**src/common/rtz_pkg.sv**
```systemverilog
// Constants and state layout for the timer zero control block
package rtz_pkg;
  // Register indices; word address on the bus equals the index
  localparam logic [5:0] RTZ_IDX_RUN_CTRL  = 6'h0E;
  localparam logic [5:0] RTZ_IDX_CONFIG    = 6'h0F;
  localparam logic [5:0] RTZ_IDX_RELOAD_HI = 6'h10;
  localparam logic [5:0] RTZ_IDX_RELOAD_LO = 6'h11;
  localparam logic [5:0] RTZ_IDX_COUNT_HI  = 6'h12;
  localparam logic [5:0] RTZ_IDX_COUNT_LO  = 6'h13;
  localparam logic [5:0] RTZ_IDX_IRQ_STAT  = 6'h20;
  localparam logic [5:0] RTZ_IDX_IRQ_CLEAR = 6'h21;
  localparam logic [5:0] RTZ_IDX_IRQ_EN    = 6'h22;

  // Run control layout
  localparam int RTZ_RUN_LSB  = 4;
  localparam int RTZ_MASK_LSB = 0;
  localparam int RTZ_TIMERS   = 4;

  // Config layout
  localparam int RTZ_CFG_STOP_RX = 7;
  localparam int RTZ_CFG_MODE_HI = 5;
  localparam int RTZ_CFG_MODE_LO = 4;
  localparam int RTZ_CFG_RESTART = 3;
  localparam int RTZ_CFG_CLK_HI  = 1;
  localparam int RTZ_CFG_CLK_LO  = 0;
  localparam logic [7:0] RTZ_CFG_WMASK = 8'hBB;

  // Start modes
  localparam logic [1:0] RTZ_MODE_MANUAL = 2'h0;
  localparam logic [1:0] RTZ_MODE_TX_END = 2'h1;
  localparam logic [1:0] RTZ_MODE_LFO_NU = 2'h2;
  localparam logic [1:0] RTZ_MODE_LFO_UF = 2'h3;

  // Count clock selections
  localparam logic [1:0] RTZ_CLK_CARRIER = 2'h0;
  localparam logic [1:0] RTZ_CLK_DIVIDED = 2'h1;
  localparam logic [1:0] RTZ_CLK_T2_UF   = 2'h2;
  localparam logic [1:0] RTZ_CLK_T1_UF   = 2'h3;

  // Interrupt status bits
  localparam int RTZ_IRQ_UNDERFLOW = 0;
  localparam int RTZ_IRQ_RX_HALT   = 1;

  // Reset values
  localparam logic [7:0]  RTZ_RST_BYTE  = 8'h00;
  localparam logic [15:0] RTZ_RST_COUNT = 16'h0000;
  localparam logic [31:0] RTZ_RST_WORD  = 32'h0000_0000;

  // Bus answer latency in cycles after the request is first seen
  localparam int RTZ_BUS_LATENCY = 1;

  typedef struct packed {
    logic        wreq;
    logic [31:0] rdata;
    logic [3:0]  active;
    logic [7:0]  cfg;
    logic [7:0]  rel_hi;
    logic [7:0]  rel_lo;
    logic [15:0] cnt;
    logic [1:0]  status;
    logic [1:0]  enable;
    logic        irq;
    logic        und;
  } rtz_state_t;
endpackage

```
**src/logic/rtz_timer_zero.sv**
```systemverilog
// Timer zero with shared run control and an Avalon-MM register slave
// Functional notes
// - Low four mask bits let a write change the matching running bit
// - Bits seven to four read back running state of timers three..zero
// - Masked running bit written one starts a timer, zero stops it
// - Stop-on-receive halts timer zero after the first four received bits
// - Stop-on-receive has no effect in oscillator trimming modes
// - Start mode 00 no auto start, 01 start at end of transmission
// - Modes 10/11 trim oscillator, edges toggle run; 11 allows underflow
// - Auto-restart set: reload and keep counting at each underflow
// - Auto-restart clear: count to zero, then stop
// - Underflow sets the timer interrupt flag
// - Clock select 00 carrier tick, 01 divided tick
// - Clock select 10 timer two underflow, 11 timer one underflow
// - Start event loads both reload bytes into the counter
// - Reload writes do not disturb a running count
// - Registers at indices 0E, 0F, 10 and 11
// - Current count readable as high and low bytes
//
// The Avalon-MM interface to the registers was left to the implementer.
`timescale 1ns/1ns
module rtz_timer_zero (
  // Clock and reset
  input  wire logic        i_clock,
  input  wire logic        i_reset_n,
  // Avalon-MM slave
  input  wire logic [5:0]  i_avs_address,
  input  wire logic        i_avs_read,
  input  wire logic        i_avs_write,
  input  wire logic [31:0] i_avs_writedata,
  input  wire logic [3:0]  i_avs_byteenable,
  output logic      [31:0] o_avs_readdata,
  output logic             o_avs_waitrequest,
  // Count clock ticks and cascade inputs
  input  wire logic        i_tick_carrier,
  input  wire logic        i_tick_divided,
  input  wire logic        i_timer_two_underflow,
  input  wire logic        i_timer_one_underflow,
  // Link events
  input  wire logic        i_tx_done,
  input  wire logic        i_rx_first_bits,
  input  wire logic        i_lfo_edge,
  // Status outputs
  output logic [rtz_pkg::RTZ_TIMERS-1:0] o_timer_active,
  output logic             o_timer_zero_underflow,
  output logic             o_irq
);
  import rtz_pkg::*;

  rtz_state_t s;
  rtz_state_t n;

  logic       take;
  logic       ack;
  logic       ack_wr;
  logic       ack_rd;
  logic       sw_run_wr;
  logic       tick;
  logic       lfo_mode;
  logic [1:0] mode;
  logic       rx_halt;
  logic [15:0] reload;

  assign take      = s.wreq & (i_avs_read | i_avs_write);
  assign ack       = ~s.wreq & (i_avs_read | i_avs_write);
  assign ack_wr    = ack & i_avs_write & i_avs_byteenable[0];
  assign ack_rd    = ack & i_avs_read;
  assign sw_run_wr = ack_wr & (i_avs_address == RTZ_IDX_RUN_CTRL);
  assign mode      = s.cfg[RTZ_CFG_MODE_HI:RTZ_CFG_MODE_LO];
  assign lfo_mode  = s.cfg[RTZ_CFG_MODE_HI];
  assign reload    = {s.rel_hi, s.rel_lo};
  assign rx_halt   = s.active[0] & s.cfg[RTZ_CFG_STOP_RX] & ~lfo_mode
                     & i_rx_first_bits;

  // Count clock selection
  always_comb begin
    case (s.cfg[RTZ_CFG_CLK_HI:RTZ_CFG_CLK_LO])
      RTZ_CLK_CARRIER: tick = i_tick_carrier;
      RTZ_CLK_DIVIDED: tick = i_tick_divided;
      RTZ_CLK_T2_UF:   tick = i_timer_two_underflow;
      RTZ_CLK_T1_UF:   tick = i_timer_one_underflow;
      default:         tick = 1'b0;
    endcase
  end

  always_comb begin
    n     = s;
    n.und = 1'b0;

    // Bus handshake: one wait cycle, then answer
    if (take) begin
      n.wreq  = 1'b0;
      n.rdata = RTZ_RST_WORD;
      if (i_avs_read) begin
        case (i_avs_address)
          RTZ_IDX_RUN_CTRL:  n.rdata[7:0] = {s.active, 4'h0};
          RTZ_IDX_CONFIG:    n.rdata[7:0] = s.cfg;
          RTZ_IDX_RELOAD_HI: n.rdata[7:0] = s.rel_hi;
          RTZ_IDX_RELOAD_LO: n.rdata[7:0] = s.rel_lo;
          RTZ_IDX_COUNT_HI:  n.rdata[7:0] = s.cnt[15:8];
          RTZ_IDX_COUNT_LO:  n.rdata[7:0] = s.cnt[7:0];
          RTZ_IDX_IRQ_STAT:  n.rdata[1:0] = s.status;
          RTZ_IDX_IRQ_EN:    n.rdata[1:0] = s.enable;
          default:           n.rdata = RTZ_RST_WORD;
        endcase
      end
    end
    // Answer lasts one cycle even if the master drops early
    if (!s.wreq) begin
      n.wreq = 1'b1;
    end

    // Counting while running
    if (s.active[0] && tick) begin
      if (s.cnt != RTZ_RST_COUNT) begin
        n.cnt = s.cnt - 16'h0001;
      end else if (mode != RTZ_MODE_LFO_NU) begin
        n.und = 1'b1;
        if (s.cfg[RTZ_CFG_RESTART]) begin
          n.cnt = reload;
        end else begin
          n.active[0] = 1'b0;
        end
      end
    end

    // Hardware start at end of transmission
    if (!s.active[0] && mode == RTZ_MODE_TX_END && i_tx_done) begin
      n.active[0] = 1'b1;
      n.cnt       = reload;
    end

    // Oscillator trimming: each rising edge toggles the run state
    if (lfo_mode && i_lfo_edge) begin
      if (s.active[0]) begin
        n.active[0] = 1'b0;
      end else begin
        n.active[0] = 1'b1;
        n.cnt       = reload;
      end
    end

    if (rx_halt) begin
      n.active[0] = 1'b0;
    end

    // Software writes here win over hardware run events of the same cycle
    if (ack_wr) begin
      case (i_avs_address)
        RTZ_IDX_RUN_CTRL: begin
          for (int i = 0; i < RTZ_TIMERS; i++) begin
            if (i_avs_writedata[RTZ_MASK_LSB + i]) begin
              n.active[i] = i_avs_writedata[RTZ_RUN_LSB + i];
            end
          end
          if (i_avs_writedata[RTZ_MASK_LSB] &&
              i_avs_writedata[RTZ_RUN_LSB]) begin
            n.cnt = reload;
          end
        end
        RTZ_IDX_CONFIG:    n.cfg = i_avs_writedata[7:0] & RTZ_CFG_WMASK;
        RTZ_IDX_RELOAD_HI: n.rel_hi = i_avs_writedata[7:0];
        RTZ_IDX_RELOAD_LO: n.rel_lo = i_avs_writedata[7:0];
        RTZ_IDX_IRQ_EN:    n.enable = i_avs_writedata[1:0];
        default:           n.enable = s.enable;
      endcase
    end

    // Sticky status: set wins over clear
    n.status = s.status;
    if (ack_wr && i_avs_address == RTZ_IDX_IRQ_CLEAR) begin
      n.status = s.status & ~i_avs_writedata[1:0];
    end
    n.status[RTZ_IRQ_UNDERFLOW] = n.status[RTZ_IRQ_UNDERFLOW] | n.und;
    n.status[RTZ_IRQ_RX_HALT]   = n.status[RTZ_IRQ_RX_HALT] | rx_halt;
    n.irq = |(n.status & n.enable);
  end

  always_ff @(posedge i_clock or negedge i_reset_n) begin
    if (!i_reset_n) begin
      s.wreq   <= 1'b1;
      s.rdata  <= RTZ_RST_WORD;
      s.active <= 4'h0;
      s.cfg    <= RTZ_RST_BYTE;
      s.rel_hi <= RTZ_RST_BYTE;
      s.rel_lo <= RTZ_RST_BYTE;
      s.cnt    <= RTZ_RST_COUNT;
      s.status <= 2'h0;
      s.enable <= 2'h0;
      s.irq    <= 1'b0;
      s.und    <= 1'b0;
    end else begin
      s <= n;
    end
  end

  assign o_avs_readdata         = s.rdata;
  assign o_avs_waitrequest      = s.wreq;
  assign o_timer_active         = s.active;
  assign o_timer_zero_underflow = s.und;
  assign o_irq                  = s.irq;

  // Checks
  logic hw_quiet;
  logic cnt_idle;
  assign hw_quiet = ~sw_run_wr & ~(lfo_mode & i_lfo_edge) & ~rx_halt;
  assign cnt_idle = ~tick & ~(lfo_mode & i_lfo_edge);
endmodule

```
**config.mk**
```make
export PLATFORM = sky130hd
export DESIGN_NAME = rtz_timer_zero
export DESIGN_NICKNAME = d
export VERILOG_FILES = /design/src/common/rtz_pkg.sv /design/src/logic/rtz_timer_zero.sv
export SDC_FILE = /design/constraint.sdc
export NUM_CORES = 1
export LEC_CHECK = 0
export ABC_AREA = 1
export BUFFER_PORTS_ARGS = -buffer_cell sky130_fd_sc_hd__buf_2
export CORE_UTILIZATION = 25
export DETAILED_ROUTE_END_ITERATION = 8
export HOLD_SLACK_MARGIN = 0.02
export PLACE_DENSITY = 0.43
export SLEW_MARGIN = 40
export SYNTH_ARGS = -nofsm -noshare
export SYNTH_HDL_FRONTEND = slang
export SYNTH_SLANG_ARGS = --single-unit
export TNS_END_PERCENT = 100
```
**constraint.sdc**
```tcl
create_clock -name i_clock -period 1.7 [get_ports i_clock]
set_input_delay 0 -clock i_clock [delete_from_list [all_inputs] [get_ports i_clock]]
set_output_delay 0 -clock i_clock [all_outputs]
set_load 0.05 [all_outputs]
```
==> impl_metrics.py <==
metrics = {
    "status": {
        "status": "finished, violations left",
        "failed_checks": "setup timing",
    },
    "finish": {
        "nets": 679,
        "final_common_cell": "nand2_1",
        "nFillCells": 1570,
        "instances_no_fill": 813,
        "final_util": 0.331,
        "drive_above_1_share": 0.229,
        "syn_to_final_growth_pct": 28.4,
        "final_cell_mix": "nand2_1 (159), inv_1 (61), dfrtp_1 (56), o21ai_0 (45)",
        "diodes": 0,
    },
    "drt": {
        "wire_per_inst_um": 15.0,
        "initialDrtViolationCount": 301,
        "via_per_inst": 4.53,
        "drt_pass1_iterations": 4,
        "ant_nets": 0,
        "routed_wl_mm": 12.2,
        "drc_errors": 0,
        "vias": 3685,
    },
    "run": {
        "drv_cap": 0,
    },
    "synth": {
        "syn_area_per_cell_um2": 7.00,
        "yosys_most_used_dff": "dfrtp_1",
        "ys.warnings.count": 0,
        "synth_cells": 538,
        "ys_types": 34,
        "synth_seq_cells": 57,
        "syn_area_um2": 3760,
        "async_flop_share": 1.00,
        "synth-edff-count": 0,
        "seq_area_frac_synth": 0.379,
    },
    "timing": {
        "skew_ns": 0.00797,
        "min_period_over_period": 1.04,
        "max_freq_mhz": 568,
        "slew_violations": 0,
        "worst_slack_ns": -0.0616,
        "setup_viol": 12,
        "holdWs_ns": 0.0190,
        "period_needed_ns": 1.76,
        "rsz0062_at_grt": "true",
        "hold_violations": 0,
    },
    "critical_path": {
        "critPathArrivalTime_ns": 1.99,
        "critical_path_class": "reg -> reg",
        "required_ns": 1.93,
        "startpoint_type": "register",
        "path_max_fanout": 5,
        "worst_setup_path_end_kind": "register",
        "reg2regPathDepth": 13,
    },
    "floorplanning": {
        "die-area_um2": 15600,
        "row_count": 44,
        "core-area_um2": 14600,
        "io_pins": 92,
        "fp.dieW_um": 125,
        "die_height_um": 125,
        "initial_core_util": 0.258,
    },
    "power": {
        "p_leak_nw": 2.50,
        "ir_drop_v": 0.000434,
        "power.density_nw_per_um2": 1130,
        "p_total_mw": 5.46,
    },
    "global_route": {
        "grt_pass1_vias": 3478,
        "antenna_found_initial": 0,
        "groute.usage.overall": 0.164,
        "grt_max_degree": 58,
        "grt_pass1_wl_mm": 19.4,
        "gr-total-overflow": 0,
    },
    "clock_tree": {
        "cts.path.max_buffers": 2,
        "cts_buffers": 9,
        "cts.clk_slew.worst_paths_ns": 0.05,
        "clock_sinks": 57,
        "clock_latency_ns": 0.34,
        "cts-root-buf": "clkbuf_16",
        "cts_tree": "yes",
        "htree_levels": 3,
    },
    "placement": {
        "portBuffers": 40,
        "gp_congestion": 0.879,
        "dp_cells": 784,
        "dp.final_hpwl_mm": 9.44,
        "post-place-ws_ns": -0.105,
    },
    "min_path": {
        "min_path_cells": 3,
        "hp-class": "in -> reg",
    },
}
## power by group
part | switching [mW] | internal (mW) | leakage, nW
sequential | 0.241 | 1.59 | 0.741
combinational | 1.22 | 0.735 | 1.62
clock | 0.657 | 1.02 | 0.135
total | 2.12 | 3.34 | 2.50
## stage by stage
step / area, um^2 / TNS (ns)
2_1_floorplan: 3850 / 0
3_3_place_gp: 4380 / -0.295
3_5_place_dp: 4380 / -0.476
4_1_cts: 4780 / -0.307
5_1_grt: 4830 / -2.51
6_report: 4830 / -0.423
## cell usage after synthesis (2+ instances only)
master    instances  area (um^2)
dfrtp_1          56         1400
a21oi_1          27          135
o21ai_2           2         17.5
nor2_1           35          131
nor2_2            4         25.0
nand3_1          35          175
buf_4            38          285
clkbuf_1          2         7.51
nand2_4           2         22.5
nand2_1         163          612
nand4_1           8         50.1
buf_2             5         25.0
a22oi_1           6         45.0
o22ai_1           5         31.3
nand3_2           2         20.0
inv_1            65          244
inv_2             4         15.0
o21ai_1           3         15.0
ha_1              2         25.0
nor2_4            6         67.6
nor3_1            6         30.0
nand2_2           2         12.5
o21ai_0          49          245
## layout make-up
type | count | area (um^2) | share of cell area
Clock buffer | 11 | 243 | 0.0502
Inverter | 69 | 263 | 0.0543
Sequential cell | 57 | 1430 | 0.295
Timing Repair Buffer | 98 | 752 | 0.156
Tap cell | 184 | 230 | 0.0476
Clock inverter | 5 | 31.3 | 0.00647
Multi-Input combinational cell | 389 | 1890 | 0.391
## routing by layer
layer	GRT usage	wire (um)	vias to the layer above
met5	0	0	-
met4	0.0744	311	0
met3	0.0296	515	18
met2	0.247	5440	93
met1	0.227	5950	1741
li1	-	-	1833
## critical path, stage by stage (launching register included)
cell and delay [ns]:
dfrtp_1 0.38, inv_2 0.08, ha_4 0.13, inv_2 0.03
nor2_1 0.08, nand2_1 0.09, nor2_4 0.16, nand3_4 0.13
nor2_4 0.11, inv_2 0.06, o21ai_4 0.21, nand2_1 0.07
nand2_1 0.07, inv_1 0.04
## flip-flops by register name, summed over array words and instances (netlist names)
name	cells
s	24
reload	16
o_avs_readdata	8
o_timer_active	4
lfo_mode	1
mode	1
o_avs_waitrequest	1
o_irq	1
o_timer_zero_underflow	1
## final timing paths
check / startpoint / end / slack [ns]
worst max-delay path: s[6] / s[18] / -0.06
worst min-delay path: i_avs_writedata[5] / reload[13] / 0.02
min in group asynchronous: i_reset_n / s[5] / 0.20
max in group asynchronous: i_reset_n / o_avs_waitrequest / 1.21
worst min register to register: o_avs_readdata[4] / o_avs_readdata[4] / 0.48
worst max register to register: s[6] / s[18] / -0.06
## repair_timing
item                                    4_1_cts  5_1_grt
hold endpoints to repair                     74        0
endpoints found under the setup margin       11       18
pin swaps                                     3        5
hold buffers                                 10        0
gates cloned                                  0        0
gates resized for setup                       8       14
setup buffers                                 1        2
## cells by family (layout without fill, tap and decap cells)
family	Yosys count	after routing	synth area share
xor+xnor	1	1	0.00233
fa+ha+maj	2	2	0.00665
other cells	1	24	0.000996
simple gates	268	268	0.321
buf+inv	115	183	0.156
flops	57	57	0.379
compound gates	94	94	0.134
Note: power is estimated with default switching activity, not from simulation.
